===== config.mk =====
export PLATFORM = sky130hd
export DESIGN_NAME = sbl_strap_latch
export DESIGN_NICKNAME = d
export VERILOG_FILES = /design/src/sbl_pkg.sv /design/src/sbl_strap_latch.sv /design/src/sbl_sync3.sv
export VERILOG_INCLUDE_DIRS = /design/src
export SDC_FILE = /design/constraint.sdc
export NUM_CORES = 1
export LEC_CHECK = 0
export ABC_AREA = 1
export BUFFER_PORTS_ARGS = -buffer_cell sky130_fd_sc_hd__buf_4
export CAP_MARGIN = 10
export CORE_MARGIN = 4
export CORE_UTILIZATION = 48
export DETAILED_ROUTE_END_ITERATION = 6
export PLACE_DENSITY = 0.79
export SLEW_MARGIN = 20
export SYNTH_ARGS = -nofsm -noshare
export SYNTH_HDL_FRONTEND = slang
export SYNTH_SLANG_ARGS = --single-unit

===== constraint.sdc =====
create_clock -name clock -period 1.7 [get_ports clock]
set_input_delay 0.085 -clock clock [delete_from_list [all_inputs] [get_ports clock]]
set_output_delay 0.085 -clock clock [all_outputs]
set_load 0.05 [all_outputs]

===== src/sbl_map.svh =====
`ifndef SBL_MAP_SVH
`define SBL_MAP_SVH

// ----------------------------------------------------------------
// Register offsets (byte addresses, one word each)
// ----------------------------------------------------------------
`define SBL_OFS_STRAP 8'h00
`define SBL_OFS_PIN_OUT 8'h04
`define SBL_OFS_PIN_OE 8'h08
`define SBL_OFS_PIN_IN 8'h0C
`define SBL_OFS_PULL 8'h10

// ----------------------------------------------------------------
// Strap status field positions
// ----------------------------------------------------------------
`define SBL_FLD_STRAP_LO 0
`define SBL_FLD_STRAP_HI 2
`define SBL_FLD_VALID 3
`define SBL_FLD_BOOT_LO 4
`define SBL_FLD_BOOT_HI 6
`define SBL_FLD_PRINT 7
`define SBL_FLD_BADCOMBO 8

// ----------------------------------------------------------------
// Reset values
// ----------------------------------------------------------------
`define SBL_RST_STRAP 3'h4
`define SBL_RST_PIN_OUT 3'h0
`define SBL_RST_PIN_OE 3'h0
`define SBL_RST_PULL 3'h4

// ----------------------------------------------------------------
// Timing
// ----------------------------------------------------------------
`define SBL_CLK_NS 10
`define SBL_SETTLE_NS 50
`define SBL_SETTLE_CYC \
    ((`SBL_SETTLE_NS + `SBL_CLK_NS - 1) / `SBL_CLK_NS)

`endif


===== src/sbl_pkg.sv =====
package sbl_pkg;

    // ----------------------------------------------------------------
    // Types
    // ----------------------------------------------------------------

    // Three strap pins travel together, third in the top bit
    typedef struct packed {
        logic strap_pin_third;
        logic strap_pin_second;
        logic strap_pin_first;
    } sbl_strap_t;

    // Decoded boot mode, one-hot
    typedef enum logic [2:0] {
        SBL_BOOT_FLASH    = 3'h1,
        SBL_BOOT_DOWNLOAD = 3'h2,
        SBL_BOOT_INVALID  = 3'h4
    } sbl_boot_t;

    // Capture sequence, one-hot
    typedef enum logic [2:0] {
        SBL_ST_OFF    = 3'h1,
        SBL_ST_SETTLE = 3'h2,
        SBL_ST_HELD   = 3'h4
    } sbl_state_t;

endpackage


===== src/sbl_strap_latch.sv =====
// Chosen here: the register addresses and the Wishbone register port.

`include "sbl_map.svh"

module sbl_strap_latch (
    // Clock and reset
    input wire logic clock,
    input wire logic rst,
    // Wishbone slave
    input wire logic wb_cyc_i,
    input wire logic wb_stb_i,
    input wire logic wb_we_i,
    input wire logic [7:0] wb_adr_i,
    input wire logic [3:0] wb_sel_i,
    input wire logic [31:0] wb_dat_i,
    output logic [31:0] wb_dat_o,
    output logic wb_ack_o,
    // Chip enable pin and static print control
    input wire logic chip_en,
    input wire logic [1:0] print_ctl,
    // Strap pins, four signals each
    input wire sbl_pkg::sbl_strap_t strap_pin_in,
    output sbl_pkg::sbl_strap_t strap_pin_out,
    output sbl_pkg::sbl_strap_t strap_pin_oe_n,
    output sbl_pkg::sbl_strap_t strap_pin_pull_up,
    // Decoded results
    output sbl_pkg::sbl_boot_t boot_mode,
    output logic print_en,
    output logic strap_valid
);
    import sbl_pkg::*;

    // ----------------------------------------------------------------
    // Declarations
    // ----------------------------------------------------------------
    localparam logic [3:0] SETTLE_LAST = 4'(`SBL_SETTLE_CYC - 1);

    logic [3:0] raw_in;
    logic [3:0] clean_in;
    sbl_strap_t pins_s;
    logic en_s;

    sbl_state_t state_q;
    sbl_state_t state_d;
    logic [3:0] cnt_q;
    logic [3:0] cnt_d;
    sbl_strap_t prev_q;
    sbl_strap_t latch_q;
    sbl_strap_t latch_d;
    logic valid_q;
    logic valid_d;

    sbl_boot_t boot_d;
    sbl_boot_t boot_q;
    logic print_d;
    logic print_q;
    logic bad_combo;

    logic [2:0] pin_out_q;
    logic [2:0] pin_oe_q;
    logic [2:0] pull_q;
    sbl_strap_t out_q;
    sbl_strap_t oe_n_q;
    sbl_strap_t pu_q;
    sbl_strap_t out_d;
    sbl_strap_t oe_n_d;
    sbl_strap_t pu_d;

    logic ack_q;
    logic [31:0] rdata_q;
    logic [31:0] rdata_d;
    logic req;
    logic wr_go;
    logic hit_strap;
    logic hit_out;
    logic hit_oe;
    logic hit_in;
    logic hit_pull;
    logic capturing;
    logic pins_steady;
    logic settle_done;

    // ----------------------------------------------------------------
    // Pin synchronisers
    // ----------------------------------------------------------------

    // Pins and chip enable come from outside the clock domain
    assign raw_in = {chip_en, strap_pin_in};

    genvar gi;
    generate
        for (gi = 0; gi < 4; gi++) begin : g_sync
            sbl_sync3 #(
                .RST_VAL(gi == 2 ? 1'b1 : 1'b0)
            ) u_sync (
                .clock(clock),
                .rst(rst),
                .din(raw_in[gi]),
                .dout(clean_in[gi])
            );
        end
    endgenerate

    assign pins_s = clean_in[2:0];
    assign en_s = clean_in[3];

    // ----------------------------------------------------------------
    // Capture sequence
    // ----------------------------------------------------------------

    // Levels must sit still for a few cycles so a bouncing pull-up
    // edge is not taken as the strap value
    assign pins_steady = (pins_s == prev_q);
    assign settle_done = pins_steady && (cnt_q == SETTLE_LAST);
    assign capturing = (state_q != SBL_ST_HELD);

    // Next state, counter and latch contents
    always_comb begin
        state_d = state_q;
        cnt_d = cnt_q;
        latch_d = latch_q;
        valid_d = valid_q;
        case (state_q)
            SBL_ST_OFF: begin
                // Power off forgets the straps
                latch_d = `SBL_RST_STRAP;
                valid_d = 1'b0;
                cnt_d = 4'h0;
                if (en_s) begin
                    state_d = SBL_ST_SETTLE;
                end
            end
            SBL_ST_SETTLE: begin
                if (!en_s) begin
                    state_d = SBL_ST_OFF;
                end else if (!pins_steady) begin
                    cnt_d = 4'h0;
                end else if (settle_done) begin
                    latch_d = pins_s;
                    valid_d = 1'b1;
                    state_d = SBL_ST_HELD;
                end else begin
                    cnt_d = cnt_q + 4'h1;
                end
            end
            SBL_ST_HELD: begin
                // Pin activity no longer reaches the latches
                if (!en_s) begin
                    state_d = SBL_ST_OFF;
                end
            end
            default: begin
                state_d = SBL_ST_OFF;
            end
        endcase
    end

    // Sequence registers; a system reset reopens the window
    always_ff @(posedge clock) begin
        if (rst) begin
            state_q <= SBL_ST_SETTLE;
            cnt_q <= 4'h0;
            prev_q <= `SBL_RST_STRAP;
            latch_q <= `SBL_RST_STRAP;
            valid_q <= 1'b0;
        end else begin
            state_q <= state_d;
            cnt_q <= cnt_d;
            prev_q <= pins_s;
            latch_q <= latch_d;
            valid_q <= valid_d;
        end
    end

    // ----------------------------------------------------------------
    // Boot mode and print decode
    // ----------------------------------------------------------------

    // Second and third both low is illegal from outside
    assign bad_combo = !latch_q.strap_pin_second &&
        !latch_q.strap_pin_third;

    // Boot mode from the held straps
    always_comb begin
        if (latch_q.strap_pin_first && latch_q.strap_pin_third) begin
            boot_d = SBL_BOOT_FLASH;
        end else if (latch_q.strap_pin_first &&
                     latch_q.strap_pin_second) begin
            boot_d = SBL_BOOT_DOWNLOAD;
        end else begin
            boot_d = SBL_BOOT_INVALID;
        end
    end

    // Print enable from static control and second strap
    always_comb begin
        case (print_ctl)
            2'h0: print_d = 1'b1;
            2'h1: print_d = !latch_q.strap_pin_second;
            2'h2: print_d = latch_q.strap_pin_second;
            2'h3: print_d = 1'b0;
            default: print_d = 1'b0;
        endcase
    end

    // Registered so outputs come from flops; one cycle behind decode
    always_ff @(posedge clock) begin
        if (rst) begin
            boot_q <= SBL_BOOT_INVALID;
            print_q <= 1'b0;
        end else begin
            boot_q <= valid_q ? boot_d : SBL_BOOT_INVALID;
            print_q <= valid_q && print_d;
        end
    end

    assign boot_mode = boot_q;
    assign print_en = print_q;
    assign strap_valid = valid_q;

    // ----------------------------------------------------------------
    // Pin drive
    // ----------------------------------------------------------------

    // While capturing the pins float with the third pulled up;
    // afterwards software owns drive and pulls
    assign out_d = capturing ? `SBL_RST_PIN_OUT : pin_out_q;
    assign oe_n_d = capturing ? 3'h7 : ~pin_oe_q;
    assign pu_d = capturing ? `SBL_RST_PULL : pull_q;

    // Pin output flops
    always_ff @(posedge clock) begin
        if (rst) begin
            out_q <= `SBL_RST_PIN_OUT;
            oe_n_q <= 3'h7;
            pu_q <= `SBL_RST_PULL;
        end else begin
            out_q <= out_d;
            oe_n_q <= oe_n_d;
            pu_q <= pu_d;
        end
    end

    assign strap_pin_out = out_q;
    assign strap_pin_oe_n = oe_n_q;
    assign strap_pin_pull_up = pu_q;

    // ----------------------------------------------------------------
    // Wishbone slave
    // ----------------------------------------------------------------

    // Address decode; unmapped words read zero and still ack
    assign req = wb_cyc_i && wb_stb_i;
    assign wr_go = req && wb_we_i && ack_q && wb_sel_i[0];
    assign hit_strap = (wb_adr_i == `SBL_OFS_STRAP);
    assign hit_out = (wb_adr_i == `SBL_OFS_PIN_OUT);
    assign hit_oe = (wb_adr_i == `SBL_OFS_PIN_OE);
    assign hit_in = (wb_adr_i == `SBL_OFS_PIN_IN);
    assign hit_pull = (wb_adr_i == `SBL_OFS_PULL);

    // Read mux
    always_comb begin
        rdata_d = 32'h0;
        if (hit_strap) begin
            rdata_d[`SBL_FLD_STRAP_HI:`SBL_FLD_STRAP_LO] = latch_q;
            rdata_d[`SBL_FLD_VALID] = valid_q;
            rdata_d[`SBL_FLD_BOOT_HI:`SBL_FLD_BOOT_LO] = boot_q;
            rdata_d[`SBL_FLD_PRINT] = print_q;
            rdata_d[`SBL_FLD_BADCOMBO] = valid_q && bad_combo;
        end else if (hit_out) begin
            rdata_d[2:0] = pin_out_q;
        end else if (hit_oe) begin
            rdata_d[2:0] = pin_oe_q;
        end else if (hit_in) begin
            rdata_d[2:0] = pins_s;
        end else if (hit_pull) begin
            rdata_d[2:0] = pull_q;
        end
    end

    // Ack one cycle after the request, dropped the cycle after
    always_ff @(posedge clock) begin
        if (rst) begin
            ack_q <= 1'b0;
            rdata_q <= 32'h0;
        end else begin
            ack_q <= req && !ack_q;
            rdata_q <= (req && !ack_q) ? rdata_d : 32'h0;
        end
    end

    assign wb_ack_o = ack_q;
    assign wb_dat_o = rdata_q;

    // Software pin registers; write lands on the ack edge
    always_ff @(posedge clock) begin
        if (rst) begin
            pin_out_q <= `SBL_RST_PIN_OUT;
            pin_oe_q <= `SBL_RST_PIN_OE;
            pull_q <= `SBL_RST_PULL;
        end else if (wr_go) begin
            if (hit_out) begin
                pin_out_q <= wb_dat_i[2:0];
            end
            if (hit_oe) begin
                pin_oe_q <= wb_dat_i[2:0];
            end
            if (hit_pull) begin
                pull_q <= wb_dat_i[2:0];
            end
        end
    end

endmodule


===== src/sbl_sync3.sv =====
// Three-stage pin synchroniser; output moves once stages two and
// three agree, so a single-cycle glitch past stage one is dropped.
module sbl_sync3 #(
    parameter logic RST_VAL = 1'b0
) (
    // Clock and reset
    input wire logic clock,
    input wire logic rst,
    // Pin level and its clean copy
    input wire logic din,
    output logic dout
);

    logic s1_q;
    logic s2_q;
    logic s3_q;
    logic out_q;
    logic agree;

    // Only stage two reads stage one
    assign agree = (s2_q == s3_q);
    assign dout = out_q;

    // Shift chain and qualified output
    always_ff @(posedge clock) begin
        if (rst) begin
            s1_q <= RST_VAL;
            s2_q <= RST_VAL;
            s3_q <= RST_VAL;
            out_q <= RST_VAL;
        end else begin
            s1_q <= din;
            s2_q <= s1_q;
            s3_q <= s2_q;
            if (agree) begin
                out_q <= s3_q;
            end
        end
    end

endmodule

Yosys cells after proc, flatten, opt, wreduce, memory -nomap -nowiden. Index checks and enable logic that the tools add are counted.

Reductions and logical operators: 28. Bitwise logic cells: 4. Equality and inequality tests: 25. Add/subtract/negate cells: 1. Multiplexer cells: 26.

Operators with widths (number): 2-to-1 mux 3 bit (15); equality test 8 x 4 -> 1 bit, second input constant (2); 2-to-1 mux 4 bit (3); != test 3 bit, second input constant (4); logical AND 1 bit (11); one-hot mux 3 bit (3 select lines) (1); equality test 8 x 3 -> 1 bit, second input constant (1); equality test 8 x 5 -> 1 bit, second input constant (1); zero test 8 bit (1); one-hot mux 4 bit (2 select lines) (1); AND reduction 4 bit (2); != test 2 bit, second input constant (3); one-hot mux 3 bit (2 select lines) (1); AND reduction 2 bit (3); OR reduction 2 bit (3); OR reduction 3 bit (2); adder 4 x 1 -> 4 bit, second input constant (1); equality test 1 bit (4); equality test 2 bit, second input constant (2); equality test 4 x 3 -> 1 bit, second input constant (1); != test 2 x 1 -> 1 bit, second input constant (2); one-hot mux 1 bit (4 select lines) (1); equality test 3 x 1 -> 1 bit, second input constant (1); equality test 3 x 2 -> 1 bit, second input constant (1); other kinds (11) (17).

Register bits: 85. Word-level logic and storage cells: 128.

Longest topological paths before layout.
Depth after elaboration: 6. Depth in mapped cells: 10. Gate-level depth less buffers: 10.

Modules after synthesis. A second synthesis with hierarchy kept.

Cell total of the unflattened synthesis: 328. Area, all modules: 2543.7 um^2.

By module, submodules not included: sbl_strap_latch (times used 1, cells each 274, area an instance 2050.7 um^2); sbl_sync3 (g_sync[0].u_sync ...) (times used 3, cells each 13, area an instance 121.4 um^2); sbl_sync3 (g_sync[2].u_sync) (times used 1, cells each 15, area an instance 128.9 um^2).

Least setup slack after synthesis. OpenSTA, ideal clock, no wires.

Path type: register -> register. Start point: register ack_q (netlist: wb_ack_o). End point: register pull_q[0]. Arrival: 1.262 ns. Setup slack: 0.315 ns. Cell stages (with the launch flop): 6. Required time: 1.578 ns. Library setup time: 0.122 ns. Period minus slack after synthesis: 1.385 ns. Path buffers: 0. Cells stage by stage: dfxtp_1 -> nand4_1 -> inv_1 -> nand3_1 -> o21ai_0 -> a21oi_1.

Word-level cells in the longest chain between the ends: 3.

RTL lines: start, declared (line sbl_strap_latch.sv:69) `logic ack_q;`; start signal, assigned (line sbl_strap_latch.sv:287) `ack_q <= req && !ack_q;`; logical AND 1 bit (2 in a row) (line sbl_strap_latch.sv:254) `assign wr_go = req && wb_we_i && ack_q && wb_sel_i[0];`; AND reduction 2 bit (no source line); end signal, assigned (line sbl_strap_latch.sv:300) `` pull_q <= `SBL_RST_PULL; ``; end signal, assigned (line sbl_strap_latch.sv:309) `pull_q <= wb_dat_i[2:0];`; end, declared (line sbl_strap_latch.sv:61) `logic [2:0] pull_q;`.

No other way between the ends. A chain may end at the register's enable or synchronous reset.

Worst setup path in the final report.
Start point: register cnt_q[0]. End point: register valid_q (netlist: strap_valid).

Word-level cells in the longest chain between the ends: 4.

RTL lines: start, declared (line sbl_strap_latch.sv:45) `logic [3:0] cnt_q;`; start signal, assigned (line sbl_strap_latch.sv:168) `cnt_q <= cnt_d;`; equality test 4 x 3 -> 1 bit (line sbl_strap_latch.sv:114) `assign settle_done = pins_steady && (cnt_q == SETTLE_LAST);`; logical AND 1 bit (line sbl_strap_latch.sv:114); != test 2 bit (no source line); AND reduction 4 bit (no source line); end signal, assigned (line sbl_strap_latch.sv:171) `valid_q <= valid_d;`; end, declared (line sbl_strap_latch.sv:50) `logic valid_q;`.

No other way between the ends.

==> summary.md <==
| Metric | Value |
|---|---|
| Status | complete, no violations |
| Synth Area in Simple Gates | 28.3% |
| Fraction of registers with async set/reset | 0% |
| Die Y | 82.4 µm |
| Post-Synthesis Cells | 340 |
| Crit path capture type | flop |
| Number of nets with antenna violations after routing | 0 |
| Commonest non-fill, non-tap cells in the layout | dfxtp_1 (62), nand2_1 (58), inv_1 (49) |
| Die area | 0.00680 mm² |
| Leading register cell type out of synthesis | dfxtp_1 |
| Clock sink total | 62 |
| Synth Register Bits | 62 |
| Hold Crit Endpoint | print_en$_SDFF_PP0_ |
| Die X | 82.4 µm |
| FF-to-FF setup slack | 0.18 ns |
| Vias in the first global route | 1982 |
| Setup Crit Path Kind | flop to flop |
| PortBufs | 46 |
| Ratio of cells with drive above 1 in the final layout | 21.5% |
| Reg-to-Reg Start | cnt_q[0]$_SDFFE_PP0P_ |
| Total power | 3.35 mW |
| Commonest non-fill, non-tap cell in the layout | dfxtp_1 |
| R2r endpoint | strap_valid$_SDFFE_PP0P_ |
| Via Count | 2212 |
| Crit Path Max Fanout | 5 |
| Max-Cap Viols | 0 |
| Post-Synth XOR/XNOR Area | 0.659% |
| Sequential-to-total area share from yosys stat | 46.7% |
| Root Driver | clkbuf_8 |
| Avg Cell Area, Syn | 7.82 µm² |
| Clock buffer depth | 2 |
| GRT Total Usage | 16.4% |
| WL final | 5170 µm |
| Hold Violations, Final | 0 |
| RSZ-0062 raised after global routing | false |
| Mapped Area | 0.00266 mm² |
| Area growth syn-to-layout | 24.6% |
| Core box area | 0.00524 mm² |
| Synth Area in Compound Gates | 8.04% |
| Worst path required time | 1.91 ns |
| First-pass iteration count of the detailed router | 4 |
| Clk_lat worst skew | 0.33 ns |
| Via-per-instance ratio | 4.66 |
| Cts bufs inserted | 9 |
| Multiplexer share of the synthesized area | 0% |
| Cells after DPL | 451 |
| Initial antenna violation count | 0 |
| Starting density of the core | 50.8% |
| Final Critical Period | 1.52 ns |
| Largest family of logic cells by synthesized area | simple AND/OR/NAND/NOR gates |
| Maximum number of pins on one net before global-route repair | 27 |
| GPL Wtd Cong | 0.829 |
| First-pass GRT wire length | 8360 µm |
| Worst hold path startpoint | print_ctl[1] |
| Startpoint Class | flop |
| Leakage | 1.53 nW |
| Avg WL per Cell | 10.9 µm |
| # setup viols final | 0 |
| Max VDD drop | 0.651 mV |
| Adder-Cell Fraction of Synth Area | 0.941% |
| Initial DRC Count | 89 |
| R2r worst-path depth | 9 |
| Post-cts gate resize count | 0 |
| Setup Buffers After CTS | 0 |
| Fin nets | 457 |
| Fin. max-slew vios | 0 |
| Final design utilization | 63.3% |
| Tcrit/Tclk final | 89.6% |
| Synth Warn # | 0 |
| CTS Hold Buffers Added | 8 |
| Worst-path clk slew | 0.07 ns |
| Hold WC Path Type | primary input to flop |
| WP data arrival | 1.74 ns |
| Top Ports | 102 |
| Pwr per Cell Area | 1010 mW/mm² |
| Final setup TNS | 0 ns |
| DRC Markers | 0 |
| EDFF count, synth | 0 |
| Deepest level of the CTS H-tree | 3 |
| Row cnt | 26 |
| Detailed-placement wirelength estimate | 3800 µm |
| Post-route clock skew | 0.00394 ns |
| Antenna diode count | 0 |
| CTS tree | built |
| Final std cells w/o fill | 475 |
| Cell variety after synth | 37 |
| Gr ovfl total | 0 |
| FMAX | 657 MHz |
| Hold WS | 0.0643 ns |
| WHS Path Cells | 4 |
critical path, cell delays in order, from the launching register on:
cell	delay, ns
dfxtp_1	0.35
inv_1	0.09
ha_1	0.16
nand3_1	0.08
inv_1	0.13
nand4_2	0.17
nand2_1	0.19
nand2_2	0.10
nand2_1	0.07
o21ai_1	0.06
cells in the mapped netlist (2+ instances only):
| cell | number | area share, % |
|---|---|---|
| o21ai_1 | 2 | 0.38 |
| a31oi_1 | 2 | 0.47 |
| nand2_2 | 2 | 0.47 |
| dfxtp_1 | 62 | 47 |
| a21oi_1 | 21 | 4.0 |
| or2_2 | 3 | 0.71 |
| nand4_1 | 7 | 1.6 |
| inv_1 | 49 | 6.9 |
| nor3_2 | 4 | 1.5 |
| buf_4 | 23 | 6.5 |
| ha_1 | 2 | 0.94 |
| inv_2 | 6 | 0.85 |
| nand2_1 | 58 | 8.2 |
| nor2_1 | 43 | 6.1 |
| o21ai_0 | 11 | 2.1 |
| nand3_1 | 21 | 4.0 |
| buf_2 | 3 | 0.56 |
| nor2_2 | 2 | 0.47 |
routing by layer:
metal / GRT usage [%] / vias to the layer above / part of all wire [%]
met5: 0 / - / 0
met4: 7.81 / 0 / 1.8
met3: 5.64 / 10 / 8.5
met2: 28.2 / 69 / 49
met1: 18.1 / 989 / 40
li1: - / 1144 / -
stage by stage:
stage,setup WS (ns),cell area (µm²)
6_report,0.177,3310
5_1_grt,0.0236,3310
4_1_cts,0.183,3310
3_5_place_dp,0.235,2980
3_3_place_gp,0.265,2980
2_1_floorplan,0.315,2740
cell families (layout without fill, tap and decap cells):
family                     Yosys count  in the layout
AOI/OAI and AO/OA                   39             39
xor gates and xnor gates             2              2
adders and majority gates            2              2
buffers and inverters               83            126
DFF                                 62             62
other                                1             23
and+or+nand+nor                    151            151
how the worst max path moves through the flow:
stage / startpoint / to / slack (ns) / depth (start not counted)
3_5_place_dp: cnt_q[0]$_SDFFE_PP0P_ / latch_q[2]$_SDFFE_PP1P_ / 0.23 / 10
2_1_floorplan: wb_ack_o$_SDFF_PP0_ / pull_q[0]$_SDFFE_PP0P_ / 0.32 / 5
3_3_place_gp: cnt_q[0]$_SDFFE_PP0P_ / latch_q[2]$_SDFFE_PP1P_ / 0.26 / 10
6_report: cnt_q[0]$_SDFFE_PP0P_ / strap_valid$_SDFFE_PP0P_ / 0.18 / 9
4_1_cts: cnt_q[0]$_SDFFE_PP0P_ / latch_q[2]$_SDFFE_PP1P_ / 0.18 / 10
5_1_grt: cnt_q[0]$_SDFFE_PP0P_ / latch_q[2]$_SDFFE_PP1P_ / 0.02 / 10
state kept, by name, summed over array words and instances, names as in the netlist, 3 cells and up:
| register | cells |
|---|---|
| pull_q | 3 |
| pin_oe_q | 3 |
| g_sync.u_sync.s2_q | 4 |
| wb_dat_o | 9 |
| strap_pin_pull_up | 3 |
| strap_pin_out | 3 |
| strap_pin_oe_n | 3 |
| g_sync.u_sync.dout | 4 |
| cnt_q | 4 |
| boot_mode | 3 |
| pin_out_q | 3 |
| g_sync.u_sync.s1_q | 4 |
| prev_q | 3 |
| state_q | 3 |
| latch_q | 3 |
| g_sync.u_sync.s3_q | 4 |
layout make-up:
cell class / count / area [µm²]
fillers: 433 / 1920
clock inverters: 3 / 90.1
clock buffers: 13 / 159
repair buffers: 54 / 425
multi-input cells: 217 / 1090
inverters: 56 / 215
well taps: 70 / 87.6
flip-flops and latches: 62 / 1240
report_power, final:
group | switching, mW | internal [mW]
Sequential | 0.0141 | 1.47
Combinational | 0.204 | 0.0780
Clock | 0.525 | 1.06
Power figures use the tool's default switching activity.
